[src/inc/acm_pkg.sv]
// Constants, register map and types for the converter output-mode block.
// Assumes a 100 MHz system clock sampling the converter's sample clock pin.
package acm_pkg;
    localparam int CODE_W = 14;
    localparam int PIPE_STAGES = 6;

    // Four-level format pin, already resolved to two bits by the pad
    localparam logic [1:0] MODE_GND = 2'h0;
    localparam logic [1:0] MODE_THIRD = 2'h1;
    localparam logic [1:0] MODE_TWO_THIRDS = 2'h2;
    localparam logic [1:0] MODE_VDD = 2'h3;

    // Timing, in the system clock
    localparam int CLK_PERIOD_PS = 10000;
    localparam int MIN_PHASE_PS = 5900;
    localparam int MIN_PERIOD_PS = 12500;
    localparam int MAX_PERIOD_NS = 1000;
    localparam int STOP_NS = 10000;
    localparam int SLEEP_WAKE_NS = 1000000;
    localparam logic [15:0] MIN_PHASE_CYC =
        16'((MIN_PHASE_PS + CLK_PERIOD_PS - 1) / CLK_PERIOD_PS);
    localparam logic [15:0] MIN_PERIOD_CYC =
        16'((MIN_PERIOD_PS + CLK_PERIOD_PS - 1) / CLK_PERIOD_PS);
    localparam logic [15:0] MAX_PERIOD_CYC =
        16'(MAX_PERIOD_NS * 1000 / CLK_PERIOD_PS);
    localparam logic [15:0] STOP_CYC = 16'(STOP_NS * 1000 / CLK_PERIOD_PS);
    localparam int SLEEP_WAKE_CYC = SLEEP_WAKE_NS / (CLK_PERIOD_PS / 1000);

    // Sample clock edge counts
    localparam logic [7:0] DCS_LOCK_EDGES = 8'h64;
    localparam logic [7:0] NAP_WAKE_EDGES = 8'h64;

    // Duty windows in percent, stabiliser off and on
    localparam logic [31:0] DUTY_LO_OFF = 32'h2d;
    localparam logic [31:0] DUTY_HI_OFF = 32'h37;
    localparam logic [31:0] DUTY_LO_DCS = 32'h28;
    localparam logic [31:0] DUTY_HI_DCS = 32'h3c;
    localparam logic [31:0] PERCENT = 32'h64;

    // Register map, byte addresses
    localparam logic [7:0] REG_CTRL = 8'h00;
    localparam logic [7:0] REG_STATUS = 8'h04;
    localparam logic [7:0] REG_COUNT = 8'h08;
    localparam logic [7:0] REG_RESULT = 8'h0c;
    localparam logic [7:0] REG_FAULT = 8'h10;
    localparam int CTRL_SOFT_DIS = 0;
    localparam int CTRL_CNT_CLR = 1;
    localparam int FLT_DUTY = 0;
    localparam int FLT_FAST = 1;
    localparam int FLT_SLOW = 2;
    localparam int FLT_W = 3;
    localparam logic [1:0] RESP_OKAY = 2'h0;
    localparam logic [1:0] RESP_SLVERR = 2'h2;

    typedef enum logic [2:0] {
        ACM_RUN = 3'h0,
        ACM_NAP = 3'h1,
        ACM_SLEEP = 3'h2,
        ACM_WAKE_NAP = 3'h3,
        ACM_WAKE_SLEEP = 3'h4
    } acm_pwr_e;
endpackage

[src/verilog/acm_pipe_mem.sv]
// Delay line standing in for the converter's pipelined stages.
// Assumes shift_en pulses once per sample; dout is a register.
`timescale 1ns/1ps
module acm_pipe_mem #(
    parameter int W = 15,
    parameter int DEPTH = 6
) (
    input wire logic aclk,
    input wire logic aresetn,
    input wire logic shift_en,
    input wire logic [W-1:0] din,
    output logic [W-1:0] dout
);
    logic [W-1:0] mem_reg [DEPTH];

    always_ff @(posedge aclk) begin
        if (!aresetn) begin
            for (int i = 0; i < DEPTH; i++) begin
                mem_reg[i] <= '0;
            end
        end else if (shift_en) begin
            mem_reg[0] <= din;
            for (int i = 1; i < DEPTH; i++) begin
                mem_reg[i] <= mem_reg[i-1];
            end
        end
    end

    assign dout = mem_reg[DEPTH-1];
endmodule

[src/verilog/acm_top.sv]
// Output-mode control of a pipelined 14-bit sampling converter.
// Assumes all pins are asynchronous to aclk; software on AXI4-Lite.
// Notes on behaviour
// - Format pin ground or third: offset binary
// - Format pin two-thirds or supply: two's complement
// - Stabiliser on only at intermediate format levels
// - Stabiliser: rising edge samples, falling ignored
// - Stabiliser accepts 40 to 60 percent duty
// - Hundred edges relock after long clock stop
// - Flag high when input beyond range limits
// - Output-disable high floats data and flag
// - Power-down low means normal conversion
// - Power-down with disable: sleep, milliseconds recovery
// - Power-down without disable: nap, 100-cycle recovery
// - Sleep and nap float data and flag
// - Result appears six sample clocks later
// - Track while low, hold at rising edge
`timescale 1ns/1ps
module acm_top #(
    parameter int SLEEP_WAKE_CYCLES = acm_pkg::SLEEP_WAKE_CYC
) (
    input wire logic aclk,
    input wire logic aresetn,
    input wire logic sample_clk_pin,
    input wire logic [1:0] mode_pin,
    input wire logic power_down_pin,
    input wire logic output_disable_pin,
    input wire logic [acm_pkg::CODE_W-1:0] analog_code,
    input wire logic over_range_pin,
    input wire logic under_range_pin,
    output logic [acm_pkg::CODE_W-1:0] result_data,
    output logic result_data_oe,
    output logic range_exceeded_flag,
    output logic range_exceeded_flag_oe,
    output logic result_update,
    output logic result_valid,
    input wire logic [7:0] s_axi_awaddr,
    input wire logic s_axi_awvalid,
    output logic s_axi_awready,
    input wire logic [31:0] s_axi_wdata,
    input wire logic [3:0] s_axi_wstrb,
    input wire logic s_axi_wvalid,
    output logic s_axi_wready,
    output logic [1:0] s_axi_bresp,
    output logic s_axi_bvalid,
    input wire logic s_axi_bready,
    input wire logic [7:0] s_axi_araddr,
    input wire logic s_axi_arvalid,
    output logic s_axi_arready,
    output logic [31:0] s_axi_rdata,
    output logic [1:0] s_axi_rresp,
    output logic s_axi_rvalid,
    input wire logic s_axi_rready
);
    localparam int CW = acm_pkg::CODE_W;

    function automatic logic mode_dcs(input logic [1:0] m);
        mode_dcs = (m == acm_pkg::MODE_THIRD) ||
                   (m == acm_pkg::MODE_TWO_THIRDS);
    endfunction

    function automatic logic mode_twos(input logic [1:0] m);
        mode_twos = (m == acm_pkg::MODE_TWO_THIRDS) ||
                    (m == acm_pkg::MODE_VDD);
    endfunction

    function automatic logic duty_bad(input logic [15:0] hi,
                                      input logic [15:0] per,
                                      input logic [31:0] lo_pct,
                                      input logic [31:0] hi_pct);
        logic [31:0] h;
        logic [31:0] p;
        h = {16'h0000, hi} * acm_pkg::PERCENT;
        p = {16'h0000, per};
        duty_bad = (h < p * lo_pct) || (h > p * hi_pct);
    endfunction

    // Pin synchronisers: the first stage feeds only the second
    logic [CW+6:0] pin_s1_reg;
    logic [CW+6:0] pin_s2_reg;
    always_ff @(posedge aclk) begin
        if (!aresetn) begin
            pin_s1_reg <= '0;
            pin_s2_reg <= '0;
        end else begin
            pin_s1_reg <= {sample_clk_pin, mode_pin, power_down_pin,
                           output_disable_pin, analog_code,
                           over_range_pin, under_range_pin};
            pin_s2_reg <= pin_s1_reg;
        end
    end

    logic sclk_s;
    logic [1:0] mode_s;
    logic pdn_s;
    logic odis_s;
    logic [CW-1:0] code_s;
    logic over_s;
    logic under_s;
    assign {sclk_s, mode_s, pdn_s, odis_s, code_s, over_s, under_s} =
        pin_s2_reg;

    logic sclk_d_reg;
    always_ff @(posedge aclk) begin
        if (!aresetn) begin
            sclk_d_reg <= 1'b0;
        end else begin
            sclk_d_reg <= sclk_s;
        end
    end
    wire rise = sclk_s && !sclk_d_reg;
    wire fall = !sclk_s && sclk_d_reg;
    wire dcs_on = mode_dcs(mode_s);

    // Phase timing monitor for the sample clock
    logic [15:0] hi_cnt_reg;
    logic [15:0] lo_cnt_reg;
    logic [15:0] hi_last_reg;
    logic [15:0] idle_cnt_reg;
    logic have_hi_reg;
    logic [acm_pkg::FLT_W-1:0] fault_reg;
    logic [acm_pkg::FLT_W-1:0] fault_set;
    logic [acm_pkg::FLT_W-1:0] fault_clr;
    wire stopped = idle_cnt_reg >= acm_pkg::STOP_CYC;
    wire [15:0] period = hi_last_reg + lo_cnt_reg;

    always_ff @(posedge aclk) begin
        if (!aresetn) begin
            hi_cnt_reg <= '0;
            lo_cnt_reg <= '0;
            hi_last_reg <= '0;
            idle_cnt_reg <= acm_pkg::STOP_CYC;
            have_hi_reg <= 1'b0;
        end else begin
            if (rise) begin
                hi_cnt_reg <= 16'h0001;
                idle_cnt_reg <= '0;
            end else begin
                if (sclk_s && hi_cnt_reg != 16'hffff) begin
                    hi_cnt_reg <= hi_cnt_reg + 16'h0001;
                end
                if (!stopped) begin
                    idle_cnt_reg <= idle_cnt_reg + 16'h0001;
                end
            end
            if (fall) begin
                lo_cnt_reg <= 16'h0001;
                hi_last_reg <= hi_cnt_reg;
                have_hi_reg <= !stopped;
            end else if (!sclk_s && lo_cnt_reg != 16'hffff) begin
                lo_cnt_reg <= lo_cnt_reg + 16'h0001;
            end
        end
    end

    // Checks on the clock source; a stop resets the measurement
    always_comb begin
        fault_set = '0;
        // Stabiliser skips the minimum-phase check at the incoming falling edge
        if (fall && !dcs_on && hi_cnt_reg < acm_pkg::MIN_PHASE_CYC) begin
            fault_set[acm_pkg::FLT_DUTY] = 1'b1;
        end
        if (rise && have_hi_reg && !stopped) begin
            if (!dcs_on && lo_cnt_reg < acm_pkg::MIN_PHASE_CYC) begin
                fault_set[acm_pkg::FLT_DUTY] = 1'b1;
            end
            if (dcs_on) begin
                if (duty_bad(hi_last_reg, period, acm_pkg::DUTY_LO_DCS,
                             acm_pkg::DUTY_HI_DCS)) begin
                    fault_set[acm_pkg::FLT_DUTY] = 1'b1;
                end
            end else if (duty_bad(hi_last_reg, period,
                                  acm_pkg::DUTY_LO_OFF,
                                  acm_pkg::DUTY_HI_OFF)) begin
                fault_set[acm_pkg::FLT_DUTY] = 1'b1;
            end
            if (period < acm_pkg::MIN_PERIOD_CYC) begin
                fault_set[acm_pkg::FLT_FAST] = 1'b1;
            end
            if (period > acm_pkg::MAX_PERIOD_CYC) begin
                fault_set[acm_pkg::FLT_SLOW] = 1'b1;
            end
        end
    end

    // Stabiliser lock: restarts after a long stop or on enabling
    logic [7:0] lock_cnt_reg;
    logic dcs_prev_reg;
    wire locked = lock_cnt_reg >= acm_pkg::DCS_LOCK_EDGES;
    always_ff @(posedge aclk) begin
        if (!aresetn) begin
            lock_cnt_reg <= '0;
            dcs_prev_reg <= 1'b0;
        end else begin
            dcs_prev_reg <= dcs_on;
            if ((dcs_on && !dcs_prev_reg) || (stopped && !rise)) begin
                lock_cnt_reg <= '0;
            end else if (rise && !locked) begin
                lock_cnt_reg <= lock_cnt_reg + 8'h01;
            end
        end
    end

    // Power state
    acm_pkg::acm_pwr_e pwr_reg;
    logic [31:0] wake_cnt_reg;
    always_ff @(posedge aclk) begin
        if (!aresetn) begin
            pwr_reg <= acm_pkg::ACM_RUN;
            wake_cnt_reg <= '0;
        end else if (pdn_s) begin
            wake_cnt_reg <= '0;
            pwr_reg <= odis_s ? acm_pkg::ACM_SLEEP
                              : acm_pkg::ACM_NAP;
        end else begin
            case (pwr_reg)
                acm_pkg::ACM_RUN: begin
                    wake_cnt_reg <= '0;
                end
                acm_pkg::ACM_NAP: begin
                    pwr_reg <= acm_pkg::ACM_WAKE_NAP;
                end
                acm_pkg::ACM_SLEEP: begin
                    pwr_reg <= acm_pkg::ACM_WAKE_SLEEP;
                end
                acm_pkg::ACM_WAKE_NAP: begin
                    if (rise) begin
                        wake_cnt_reg <= wake_cnt_reg + 32'h1;
                    end
                    if (wake_cnt_reg >= {24'h0, acm_pkg::NAP_WAKE_EDGES}) begin
                        pwr_reg <= acm_pkg::ACM_RUN;
                    end
                end
                acm_pkg::ACM_WAKE_SLEEP: begin
                    wake_cnt_reg <= wake_cnt_reg + 32'h1;
                    if (wake_cnt_reg >= 32'(SLEEP_WAKE_CYCLES)) begin
                        pwr_reg <= acm_pkg::ACM_RUN;
                    end
                end
                default: begin
                    pwr_reg <= acm_pkg::ACM_RUN;
                end
            endcase
        end
    end
    wire asleep = (pwr_reg == acm_pkg::ACM_NAP) ||
                  (pwr_reg == acm_pkg::ACM_SLEEP);

    // Conversion pipeline: sample held at the rising edge
    wire convert = rise && !asleep && !pdn_s;
    logic [CW:0] pipe_in;
    logic [CW:0] pipe_out;
    always_comb begin
        pipe_in[CW] = over_s || under_s;
        pipe_in[CW-1:0] = code_s;
        if (mode_twos(mode_s)) begin
            pipe_in[CW-1] = !code_s[CW-1];
        end
    end

    acm_pipe_mem #(
        .W(CW + 1),
        .DEPTH(acm_pkg::PIPE_STAGES)
    ) u_pipe (
        .aclk(aclk),
        .aresetn(aresetn),
        .shift_en(convert),
        .din(pipe_in),
        .dout(pipe_out)
    );

    // Fill count: results are trusted once six samples have passed
    logic [7:0] fill_cnt_reg;
    logic soft_dis_reg;
    wire trust = !dcs_on || locked;
    always_ff @(posedge aclk) begin
        if (!aresetn) begin
            fill_cnt_reg <= '0;
        end else if (asleep || (dcs_on && !locked)) begin
            fill_cnt_reg <= '0;
        end else if (convert && fill_cnt_reg != 8'(acm_pkg::PIPE_STAGES)) begin
            fill_cnt_reg <= fill_cnt_reg + 8'h01;
        end
    end

    always_ff @(posedge aclk) begin
        if (!aresetn) begin
            result_data <= '0;
            range_exceeded_flag <= 1'b0;
            result_update <= 1'b0;
            result_valid <= 1'b0;
        end else begin
            result_update <= convert;
            if (convert) begin
                result_data <= pipe_out[CW-1:0];
                range_exceeded_flag <= pipe_out[CW];
            end
            result_valid <= trust && pwr_reg == acm_pkg::ACM_RUN && !pdn_s &&
                fill_cnt_reg == 8'(acm_pkg::PIPE_STAGES);
        end
    end

    // Output drivers float while disabled or powered down
    always_ff @(posedge aclk) begin
        if (!aresetn) begin
            result_data_oe <= 1'b0;
            range_exceeded_flag_oe <= 1'b0;
        end else begin
            result_data_oe <= !odis_s && !soft_dis_reg &&
                              !asleep && !pdn_s;
            range_exceeded_flag_oe <= !odis_s && !soft_dis_reg &&
                                      !asleep && !pdn_s;
        end
    end

    // Register slave
    logic [7:0] awaddr_reg;
    logic [31:0] wdata_reg;
    logic [3:0] wstrb_reg;
    logic aw_full_reg;
    logic w_full_reg;
    logic [31:0] sample_cnt_reg;
    wire do_write = aw_full_reg && w_full_reg && !s_axi_bvalid;
    wire wr_ctrl = do_write && awaddr_reg == acm_pkg::REG_CTRL &&
                   wstrb_reg[0];
    wire wr_fault = do_write && awaddr_reg == acm_pkg::REG_FAULT &&
                    wstrb_reg[0];

    always_ff @(posedge aclk) begin
        if (!aresetn) begin
            s_axi_awready <= 1'b1;
            s_axi_wready <= 1'b1;
            aw_full_reg <= 1'b0;
            w_full_reg <= 1'b0;
            awaddr_reg <= '0;
            wdata_reg <= '0;
            wstrb_reg <= '0;
            s_axi_bvalid <= 1'b0;
            s_axi_bresp <= acm_pkg::RESP_OKAY;
        end else begin
            if (s_axi_awvalid && s_axi_awready) begin
                awaddr_reg <= s_axi_awaddr;
                aw_full_reg <= 1'b1;
                s_axi_awready <= 1'b0;
            end
            if (s_axi_wvalid && s_axi_wready) begin
                wdata_reg <= s_axi_wdata;
                wstrb_reg <= s_axi_wstrb;
                w_full_reg <= 1'b1;
                s_axi_wready <= 1'b0;
            end
            if (do_write) begin
                s_axi_bvalid <= 1'b1;
                s_axi_bresp <= (awaddr_reg == acm_pkg::REG_CTRL ||
                                awaddr_reg == acm_pkg::REG_FAULT)
                               ? acm_pkg::RESP_OKAY : acm_pkg::RESP_SLVERR;
            end
            if (s_axi_bvalid && s_axi_bready) begin
                s_axi_bvalid <= 1'b0;
                aw_full_reg <= 1'b0;
                w_full_reg <= 1'b0;
                s_axi_awready <= 1'b1;
                s_axi_wready <= 1'b1;
            end
        end
    end

    // Soft disable adds to the pin; both are slow controls, not per-sample
    always_ff @(posedge aclk) begin
        if (!aresetn) begin
            soft_dis_reg <= 1'b0;
        end else if (wr_ctrl) begin
            soft_dis_reg <= wdata_reg[acm_pkg::CTRL_SOFT_DIS];
        end
    end

    // Sticky faults, write one to clear; a new event wins over the clear
    assign fault_clr = wr_fault ? wdata_reg[acm_pkg::FLT_W-1:0] : '0;
    always_ff @(posedge aclk) begin
        if (!aresetn) begin
            fault_reg <= '0;
        end else begin
            fault_reg <= (fault_reg & ~fault_clr) | fault_set;
        end
    end

    always_ff @(posedge aclk) begin
        if (!aresetn) begin
            sample_cnt_reg <= '0;
        end else if (convert) begin
            sample_cnt_reg <= sample_cnt_reg + 32'h1;
        end else if (wr_ctrl && wdata_reg[acm_pkg::CTRL_CNT_CLR]) begin
            sample_cnt_reg <= '0;
        end
    end

    always_ff @(posedge aclk) begin
        if (!aresetn) begin
            s_axi_arready <= 1'b1;
            s_axi_rvalid <= 1'b0;
            s_axi_rdata <= '0;
            s_axi_rresp <= acm_pkg::RESP_OKAY;
        end else if (s_axi_arvalid && s_axi_arready) begin
            s_axi_arready <= 1'b0;
            s_axi_rvalid <= 1'b1;
            s_axi_rresp <= acm_pkg::RESP_OKAY;
            case (s_axi_araddr)
                acm_pkg::REG_CTRL: s_axi_rdata <= {31'h0, soft_dis_reg};
                acm_pkg::REG_STATUS: s_axi_rdata <= {25'h0, result_valid,
                    pwr_reg, mode_twos(mode_s), locked, dcs_on};
                acm_pkg::REG_COUNT: s_axi_rdata <= sample_cnt_reg;
                acm_pkg::REG_RESULT: s_axi_rdata <= {17'h0,
                    range_exceeded_flag, result_data};
                acm_pkg::REG_FAULT: s_axi_rdata <= {29'h0, fault_reg};
                default: begin
                    s_axi_rdata <= '0;
                    s_axi_rresp <= acm_pkg::RESP_SLVERR;
                end
            endcase
        end else if (s_axi_rvalid && s_axi_rready) begin
            s_axi_rvalid <= 1'b0;
            s_axi_arready <= 1'b1;
        end
    end
endmodule

[config.mk]
export PLATFORM = sky130hd
export DESIGN_NAME = acm_top
export DESIGN_NICKNAME = d
export VERILOG_FILES = /design/src/inc/acm_pkg.sv /design/src/verilog/acm_pipe_mem.sv /design/src/verilog/acm_top.sv
export SDC_FILE = /design/constraint.sdc
export NUM_CORES = 1
export LEC_CHECK = 0
export BUFFER_PORTS_ARGS = -buffer_cell sky130_fd_sc_hd__buf_4
export CORE_MARGIN = 1.5
export CORE_UTILIZATION = 40
export CTS_CLUSTER_DIAMETER = 50
export DETAILED_ROUTE_END_ITERATION = 7
export HOLD_SLACK_MARGIN = 0.05
export SLEW_MARGIN = 20
export SYNTH_ARGS = -nofsm -noshare
export SYNTH_HDL_FRONTEND = slang
export SYNTH_SLANG_ARGS = --single-unit
[constraint.sdc]
create_clock -name aclk -period 11.83 [get_ports aclk]
set_input_delay 1.183 -clock aclk [delete_from_list [all_inputs] [get_ports aclk]]
set_output_delay 1.183 -clock aclk [all_outputs]
set_load 0.005 [all_outputs]
; ---- After elaboration in Yosys (flattened, before gate mapping)
; Memory sizes are Yosys's and may differ from the RTL's. A register that Yosys moved wholly into a read port is not among the register bits.
; Cells that the tools add are included.
[totals]
reg_bits = 254
ram_bits = 90
input_bits = 80
out_inout_bits = 60
word_cells = 209
mem_count = 1
[op_classes]
add_sub_neg = 8
n_mul = 5
magnitude_cmp = 12
n_eq_ne = 21
muxes = 42
bitwise_logic = 10
n_reduce_logical = 75
[memory_table]
columns = memory, depth, width, read_ports, rd_clocked_by_memory_dff, wr, line_no
row1 = u_pipe.mem_reg, 6, 15, 6, 1, 6, acm_pipe_mem.sv:14  ; logic [W-1:0] mem_reg [DEPTH];
[ops]
columns = operator, n
row1 = $pmux 32 s5, 1
row2 = $mux 32, 3
row3 = $pmux 32 s3, 1
row4 = $mux 15, 6
row5 = $add 32x1->32 const B, 2
row6 = $add 16x1->16 const B, 3
row7 = $gt 23x22->1, 2
row8 = $lt 23x22->1, 2
row9 = $mul 16x6->22 const B, 2
row10 = $logic_and 1x1->1, 34
row11 = $ge 32x17->1 const B, 1
row12 = $ge 32x7->1 const B, 1
row13 = $lt 16x1->1 const B, 2
row14 = $ne 16x16->1 const B, 2
row15 = $mul 16x5->21 const B, 1
row16 = $mul 16x4->20 const B, 1
row17 = $mux 1, 20
row18 = $mux 10, 2
row19 = $mul 16x3->19 const B, 1
row20 = $add 16x16->16, 1
row21 = $add 8x1->8 const B, 2
row22 = $eq 8x3->1 const B, 2
row23 = $eq 8x4->1 const B, 2
row24 = $eq 8x5->1 const B, 2
row25 = 30 further kinds, 77

; ---- Longest topological paths before layout
; Gate-level depths: netlist (run 1).
[depth]
word_depth = 11
mapped_depth = 31
ltp_nobuf = 31

; ---- Modules after synthesis
; A second synthesis (run 1) with hierarchy kept.
[hier_totals]
hier_cells = 2672
area_unflattened_um2 = 24238.2
[modules_own_cells]
columns = mod, n_inst, cells_per_inst, area_per_inst_um2, seq_area_each_um2
row1 = acm_top, 1, 2472, 20868.8, 5345.1
row2 = acm_pipe_mem, 1, 200, 3369.5, 2702.6

; ---- Worst setup path before layout (run 1)
; Ideal clock, no wire load.
[synth_path]
path_kind = register -> register
start = register hi_last_reg[2]
end = register fault_reg[0] (netlist bit)
setup_time_ns = 0.126
t_arrival_ns = 7.375
required_ns = 11.704
slack_ns = 4.330
stages_incl_launch_ff = 29
n_path_buf = 0
synth_period_minus_slack_ns = 7.500
cell_sequence = dfxtp_1 -> ha_1 -> and3_1 -> a221o_2 -> o21ai_0 -> xor2_1 -> inv_1 -> fa_1 -> inv_1 -> fa_1 -> fa_1 -> inv_1 -> ha_1 -> o21ai_0 -> inv_1 -> a2111oi_0 -> o31ai_1 -> a311o_1 -> a21oi_1 -> a21oi_1 -> xnor2_1 -> ha_1 -> a21o_1 -> a21oi_1 -> o21ai_0 -> or4_1 -> o211ai_1 -> a221o_1 -> o211ai_1
[synth_via]
elab_chain_cells = 8
elab_cells_between_ends = 17
cone_classes = add/sub: 1 / mul: 5 / order compare: 4 / mux: 4 / bitwise: 1 / reduce/logical: 2
[synth_rtl]
columns = item, line_no
row1 = "start, declared", acm_top.sv:118  ; logic [15:0] hi_last_reg;
row2 = "start signal, assigned", acm_top.sv:148  ; hi_last_reg <= hi_cnt_reg;
row3 = $add 16x16->16, acm_top.sv:125  ; wire [15:0] period = hi_last_reg + lo_cnt_reg;
row4 = $mul 16x6->22 (tied with other cells), acm_top.sv:75  ; duty_bad = (h < p * lo_pct) || (h > p * hi_pct);
row5 = $lt 23x22->1 or $gt 23x22->1 (tied branches), acm_top.sv:75
row6 = $logic_or 1x1->1, acm_top.sv:75
row7 = "$mux 1, on equally long branches", "acm_top.sv:172, acm_top.sv:168"
row8 = $mux 1 (*), acm_top.sv:167  ; if (dcs_on) begin
row9 = $mux 3 (*), acm_top.sv:163  ; if (rise && have_hi_reg && !stopped) begin
row10 = $or 3x3->3 (*), acm_top.sv:383  ; fault_reg <= (fault_reg & ~fault_clr) | fault_set;
row11 = "end signal, assigned", acm_top.sv:383
row12 = "end, declared", acm_top.sv:121  ; logic [acm_pkg::FLT_W-1:0] fault_reg;
; Every way passes the cells marked *; elsewhere a longest branch is shown, timed or not.
; A chain may end at the register's enable or synchronous reset.

; ---- Worst setup path after layout (run 1)
; Ends and elaborated chain as after synthesis.

==> results of run 1 <==
worst max-delay path, delay by kind of cell (launching register included):
kind / cells / cell delay, ns
flip-flops: 1 / 0.59
adder cells (fa/ha/maj): 6 / 2.61
AO/OA/AOI/OAI: 14 / 3.69
AND/OR/NAND/NOR: 2 / 0.75
XOR/XNOR: 2 / 0.88
buffers and inverters: 4 / 0.59
cell families (layout without fill, tap and decap cells):
group	Yosys count	in the layout	share of synthesized area
adder cells (fa/ha/maj)	378	378	0.2216
multiplexers	27	27	0.01132
buffers and inverters	362	469	0.05674
AND/OR/NAND/NOR	898	898	0.1910
AO/OA/AOI/OAI	475	475	0.1269
other	1	2	0.0001542
flip-flops	357	357	0.3309
XOR/XNOR	165	165	0.06142
synth_stat cells, drive strengths merged (76+ instances only):
library cell / instances
nand3: 86
inv: 281
xor2: 94
ha: 290
and3: 129
edfxtp: 90
dfxtp: 267
o21ai: 110
nand2: 203
and2: 76
nor2: 177
fa: 88
a21oi: 147
area by class of cell:
type	instances	share of cell area
clock buffers	55	0.04016
clock inverters	9	0.002218
inverters	281	0.03896
multi-input cells	1945	0.5507
flip-flops and latches	357	0.2973
well taps	782	0.03614
repair buffers	124	0.03452
routing by layer:
metal  wire length, um  up-vias  GRT usage
met5                 0        -          0
met4               967        0    0.04373
met3              2160       69    0.02096
met2             28840      321     0.3341
met1             25190     9123     0.2229
li1                  -     9399          -
cell usage in the layout, fill, tap and decap left out, types with 16 or more instances in the layout:
master                      netlist  final
sky130_fd_sc_hd__a21oi_1        146    146
sky130_fd_sc_hd__clkbuf_16        0     37
sky130_fd_sc_hd__edfxtp_1        90     90
sky130_fd_sc_hd__a21boi_0        17     17
sky130_fd_sc_hd__a21o_1          35     35
sky130_fd_sc_hd__nor3_1          42     41
sky130_fd_sc_hd__ha_1           290    290
sky130_fd_sc_hd__xnor2_1         68     68
sky130_fd_sc_hd__dfxtp_1        267    267
sky130_fd_sc_hd__nand4_1         38     38
sky130_fd_sc_hd__a22oi_1         25     25
sky130_fd_sc_hd__nand2_1        203    202
sky130_fd_sc_hd__buf_4            3    123
sky130_fd_sc_hd__inv_1          280    280
sky130_fd_sc_hd__o21ai_0        107    107
sky130_fd_sc_hd__nor4_1          16     16
sky130_fd_sc_hd__or3_1           20     20
sky130_fd_sc_hd__xor2_1          92     92
sky130_fd_sc_hd__nand2b_1        17     17
sky130_fd_sc_hd__fa_1            88     88
sky130_fd_sc_hd__nand3_1         86     86
sky130_fd_sc_hd__nor2_1         175    175
sky130_fd_sc_hd__o21a_1          16     16
sky130_fd_sc_hd__and2_1          76     76
sky130_fd_sc_hd__nor2b_1         46     46
sky130_fd_sc_hd__and3_1         129    129
sky130_fd_sc_hd__mux2i_1         23     23
metrics by stage:
stage          instances  setup slack, ns  utilization  hold WS [ns]  instance area [um^2]
6_report            3553            2.576       0.4494        0.4228                 27070
4_1_cts             3553            2.596       0.4494        0.4281                 27070
3_3_place_gp        3489            2.794       0.4303        0.4171                 25930
3_5_place_dp        3489            2.657       0.4303        0.4177                 25930
2_1_floorplan       2664            4.330            -        0.4119                 24330
5_1_grt             3553            2.050       0.4494        0.4481                 27070
power breakdown:
group | switching [mW] | internal (mW)
sequential | 0.0177 | 1.28
combinational | 0.135 | 0.0852
clock | 0.464 | 0.638
total | 0.617 | 2.01
path summary, 6_finish.rpt:
path                                             startpoint                        to  slack (ns)
worst max-delay path            hi_last_reg[2]$_SDFFE_PN0P_   fault_reg[0]$_SDFF_PN0_        2.58
worst min register to register     pin_s1_reg[7]$_SDFF_PN0_  pin_s2_reg[7]$_SDFF_PN0_        0.42
worst min-delay path               pin_s1_reg[7]$_SDFF_PN0_  pin_s2_reg[7]$_SDFF_PN0_        0.42
worst max register to register  hi_last_reg[2]$_SDFFE_PN0P_   fault_reg[0]$_SDFF_PN0_        2.58
==> results.json, run 1 <==
{
  "peakVddDrop_v": 0.0001425,
  "synthToLayoutAreaGrowth_pct": 11.31,
  "yosysSeqAreaShare": 0.3309,
  "rsz0062_at_grt": "false",
  "synthArstFlopShare": 0,
  "detailed_place_hpwl_um": 43740,
  "totalWireLength_um": 57150,
  "crit_path_start_kind": "flip-flop",
  "grt_max_degree": 98,
  "run_status": "finished clean",
  "power-per-cell-area_nw_per_um2": 96.93,
  "first_global_vias": 18848,
  "clock_tree.buffer_depth": 3,
  "critical-path-max-stage-delay_ns": 0.74,
  "netlist.top_cell.by_area": "sky130_fd_sc_hd__dfxtp_1",
  "firstDrtPassIters": 5,
  "setup_viol": 0,
  "clk-insertion-delay-late_ns": 0.52,
  "syn_inst": 2663,
  "num-fill-cells": 5753,
  "reg2regPathDepth": 28,
  "buffer_ports.inserted": 105,
  "syn_area_um2": 24320,
  "synth.top_cells.by_area": "sky130_fd_sc_hd__dfxtp_1 (22%), sky130_fd_sc_hd__ha_1 (15%), sky130_fd_sc_hd__edfxtp_1 (11%)",
  "postCtsResizedCells": 0,
  "num_antenna_cells": 0,
  "gp_congestion": 0.8769,
  "hold_path_class": "flip-flop to flip-flop",
  "antenna_found_initial": 0,
  "chipHeight_um": 249.6,
  "clock_tree.root_cell": "sky130_fd_sc_hd__clkbuf_16",
  "drt_drc_violations_left": 0,
  "cellLeakagePower_nw": 12.49,
  "min_period_ns": 9.254,
  "yosys_register_bits": 357,
  "finalSetupTns_ns": 0,
  "cts_setup_buffers": 0,
  "finalNetCount": 3203,
  "grt_util_all_layers": 0.1809,
  "via_count_of_the_routed_design": 18912,
  "synth_ff_type": "sky130_fd_sc_hd__dfxtp_1",
  "yosysWarningCount": 0,
  "fp.dieW_um": 249.6,
  "cts_tree": "built",
  "fin_worst_skew_ns": 0.01660,
  "path_clk_slew_ns": 0.07,
  "grt_pass1_wl_um": 93290,
  "max_cap_violations": 0,
  "top_level_ports": 140,
  "kind_of_critical_path": "flip-flop to flip-flop",
  "drive_above_1_share": 0.08300,
  "critPathArrivalTime_ns": 9.63,
  "grt_remaining_overflow": 0,
  "core_area_um2": 60250,
  "avgViaCountPerCell": 5.323,
  "netlist.area_leader.share": 0.2198,
  "number_of_unique_standard_cell_types_used_by_synthesis": 95,
  "cts_sinks": 357,
  "critPathMostFrequentCell": "sky130_fd_sc_hd__inv_1",
  "timing.critical_path.slowest_stage_cell": "sky130_fd_sc_hd__xor2_1",
  "final_number_of_max_transition_violations": 0,
  "worst_hold_path.num_cells": 1,
  "dieArea_um2": 62290,
  "max_freq_mhz": 108.1,
  "cts_hold_repair.buffers": 0,
  "regArea_um2": 8048,
  "multi_input_comb_area_um2": 14910,
  "critical_path.endpoint_type": "flip-flop",
  "postSynthAreaPerCell_um2": 9.133,
  "finalHoldViolCount": 0,
  "cts_max_level": 2,
  "drt-initial-drc-count": 1066,
  "synth-edff-count": 90,
  "tritoncts.num_buffers": 36,
  "power.total_mw": 2.624,
  "number_of_antenna_violating_nets_in_the_routed_design": 0,
  "final.period_utilization": 0.7822,
  "critPathRequiredTime_ns": 12.21,
  "start_util": 0.4037,
  "largest_register_ffs": 90,
  "timing_worst_slew_pin_value_ns": 0.9216,
  "placement_rows": 90,
  "detail_route.wl_per_cell_um": 16.09,
  "worstPathMaxFanout": 8,
  "slew_headroom": 0.3839
}
(Power assumes the default switching activity.)
==> run 2, diff against run 1 <==
- clock period: 11.83 -> 9.3 ns (I/O delays scaled with it)
==> run 2 against run 1 <==
Effect of this change:
- sequential share of layout area shrank 0.078 points
- power is 31% higher
- die area did not move
- largest cell class unchanged
- critical path depth rose by 1
- register-to-register slack worse by 2.0 ns
==> results.json, run 2 (synthesized netlist as in run 1, its figures left out) <==
{
  "worst_path_dominant_cell_family": "compound AO/OA/AOI/OAI gates",
  "hold_path_class": "flip-flop to flip-flop",
  "clock_tree.buffer_depth": 3,
  "drive_above_1_share": 0.08366,
  "cts_sinks": 357,
  "cellInternalPower_mw": 2.598,
  "first_global_vias": 19270,
  "placement_rows": 90,
  "fp.dieW_um": 249.6,
  "crit_path_start_kind": "flip-flop",
  "power.total_mw": 3.425,
  "drt_drc_violations_left": 0,
  "finalSetupTns_ns": 0,
  "critical-path-max-stage-delay_ns": 0.69,
  "layout.cells.most_common": "sky130_fd_sc_hd__ha_1",
  "fin_worst_skew_ns": 0.02186,
  "totalWireLength_um": 57150,
  "antenna_found_initial": 0,
  "number_of_antenna_violating_nets_in_the_routed_design": 0,
  "postCtsResizedCells": 0,
  "num-fill-cells": 5712,
  "core_area_um2": 60250,
  "final_number_of_max_transition_violations": 0,
  "kind_of_critical_path": "flip-flop to flip-flop",
  "min_period_ns": 8.746,
  "critPathRequiredTime_ns": 9.69,
  "detailed_place_hpwl_um": 43330,
  "largest_register_ffs": 90,
  "grt_max_degree": 152,
  "timing.critical_path.slowest_stage_cell": "sky130_fd_sc_hd__a2111oi_0",
  "finalHoldViolCount": 0,
  "drt-initial-drc-count": 1242,
  "critical_path.endpoint_type": "flip-flop",
  "setup_viol": 0,
  "timing_worst_slew_pin_value_ns": 1.036,
  "dieArea_um2": 62290,
  "timing.critical_path.buf_inv": 5,
  "max_cap_violations": 0,
  "gp_congestion": 0.8426,
  "clock_tree.root_cell": "sky130_fd_sc_hd__clkbuf_16",
  "tritoncts.num_buffers": 37,
  "path_clk_slew_ns": 0.06,
  "sequentialPowerShare": 0.484,
  "cts_setup_buffers": 0,
  "chipHeight_um": 249.6,
  "cts_max_level": 2,
  "max_freq_mhz": 114.3,
  "layout_common_cells": "sky130_fd_sc_hd__ha_1 (290), sky130_fd_sc_hd__inv_1 (280), sky130_fd_sc_hd__dfxtp_1 (267), sky130_fd_sc_hd__nand2_1 (202), sky130_fd_sc_hd__nor2_1 (175)",
  "synthToLayoutAreaGrowth_pct": 11.61,
  "final_critical_path_setup_slack_ns": 0.5535,
  "logic_pwr_share": 0.082,
  "grt_util_all_layers": 0.1832,
  "power-per-cell-area_nw_per_um2": 126.2,
  "run_status": "finished clean",
  "share_clk_of_total_power": 0.434,
  "grt_remaining_overflow": 0,
  "p_sw_frac": 0.2415,
  "clk-insertion-delay-late_ns": 0.53,
  "rsz0062_at_grt": "false",
  "slew_headroom": 0.3094,
  "detail_route.wl_per_cell_um": 16.08,
  "worstPathMaxFanout": 8,
  "num_antenna_cells": 0,
  "cts_tree": "built",
  "postLayoutCoreUtil": 0.4506,
  "critPathMostFrequentCell": "sky130_fd_sc_hd__inv_1",
  "hold_slack_ns": 0.4274,
  "final.period_utilization": 0.9405,
  "critPathArrivalTime_ns": 9.14,
  "detailedPlace.worstSlack_ns": 0.6099,
  "cellLeakagePower_nw": 12.52,
  "power.switching_mw": 0.8271,
  "finalNetCount": 3204,
  "peakVddDrop_v": 0.0001667,
  "avgViaCountPerCell": 5.324,
  "start_util": 0.4037,
  "firstDrtPassIters": 7,
  "top_level_ports": 140,
  "buffer_ports.inserted": 105,
  "via_count_of_the_routed_design": 18926,
  "grt_pass1_wl_um": 94870,
  "cts_hold_repair.buffers": 0
}
-- run 2: cell count changes in the layout (fill, tap and decap cells not counted) --
| cell | before | now |
|---|---|---|
| sky130_fd_sc_hd__clkinv_2 | 3 | 6 |
| sky130_fd_sc_hd__clkinv_4 | 1 | 0 |
| sky130_fd_sc_hd__clkinv_8 | 0 | 4 |
| sky130_fd_sc_hd__bufinv_16 | 0 | 3 |
| sky130_fd_sc_hd__clkbuf_1 | 8 | 9 |
| sky130_fd_sc_hd__clkbuf_8 | 9 | 3 |
| sky130_fd_sc_hd__clkbuf_4 | 1 | 0 |
| sky130_fd_sc_hd__clkinv_1 | 2 | 1 |
-- run 2: final timing paths --
check	from	endpoint	slack, ns	depth (start not counted)
setup / recovery	hi_last_reg[2]$_SDFFE_PN0P_	fault_reg[0]$_SDFF_PN0_	0.55	29
hold / removal	pin_s1_reg[6]$_SDFF_PN0_	pin_s2_reg[6]$_SDFF_PN0_	0.43	1
setup reg to reg	hi_last_reg[2]$_SDFFE_PN0P_	fault_reg[0]$_SDFF_PN0_	0.55	29
hold reg to reg	pin_s1_reg[6]$_SDFF_PN0_	pin_s2_reg[6]$_SDFF_PN0_	0.43	1
-- run 2: metrics by stage --
stage	area, um^2	instances
after global routing	27140	3555
final	27140	3555
after detailed placement	25930	3489
after global placement	25930	3489
after CTS	27140	3555
after floorplan	24330	2664
-- run 2: worst register-to-register path: cells and delay by family (launching register included) --
family          cells  cell delay (ns)
compound gates     13             3.24
fa+ha+maj           6             2.46
simple gates        3             1.04
xor+xnor            2             0.75
flops               1             0.62
buf+inv             5             0.50
-- run 2: area by class of cell --
| cell class | instances | area, um^2 | share of cell area |
|---|---|---|---|
| sequential | 357 | 8048 | 0.2965 |
| multi-input combinational | 1945 | 14910 | 0.5493 |
| timing repair buffer | 124 | 934.6 | 0.03443 |
| clock inverter | 17 | 217.7 | 0.008020 |
| clock buffer | 49 | 1001 | 0.03687 |
| inverter | 281 | 1055 | 0.03886 |
| tap | 782 | 978.4 | 0.03605 |
-- run 2: power groups by stage --
| stage | Sequential [mW] | Clock (mW) | Combinational (mW) |
|---|---|---|---|
| 2_1_floorplan | 1.68 | 0 | 0.191 |
| 3_3_place_gp | 1.69 | 0 | 0.273 |
| 3_5_place_dp | 1.69 | 0 | 0.281 |
| 4_1_cts | 1.66 | 1.53 | 0.283 |
| 5_1_grt | 1.66 | 1.59 | 0.318 |
| 6_report | 1.66 | 1.49 | 0.281 |
-- run 2: routing by layer --
metal	up-vias	part of all wire	GRT usage	wire (um)
met4	0	0.023	0.05296	1288
met2	318	0.50	0.3326	28520
met5	-	0	0	0
met3	67	0.040	0.02274	2265
met1	9135	0.44	0.2262	25080
li1	9406	-	-	-
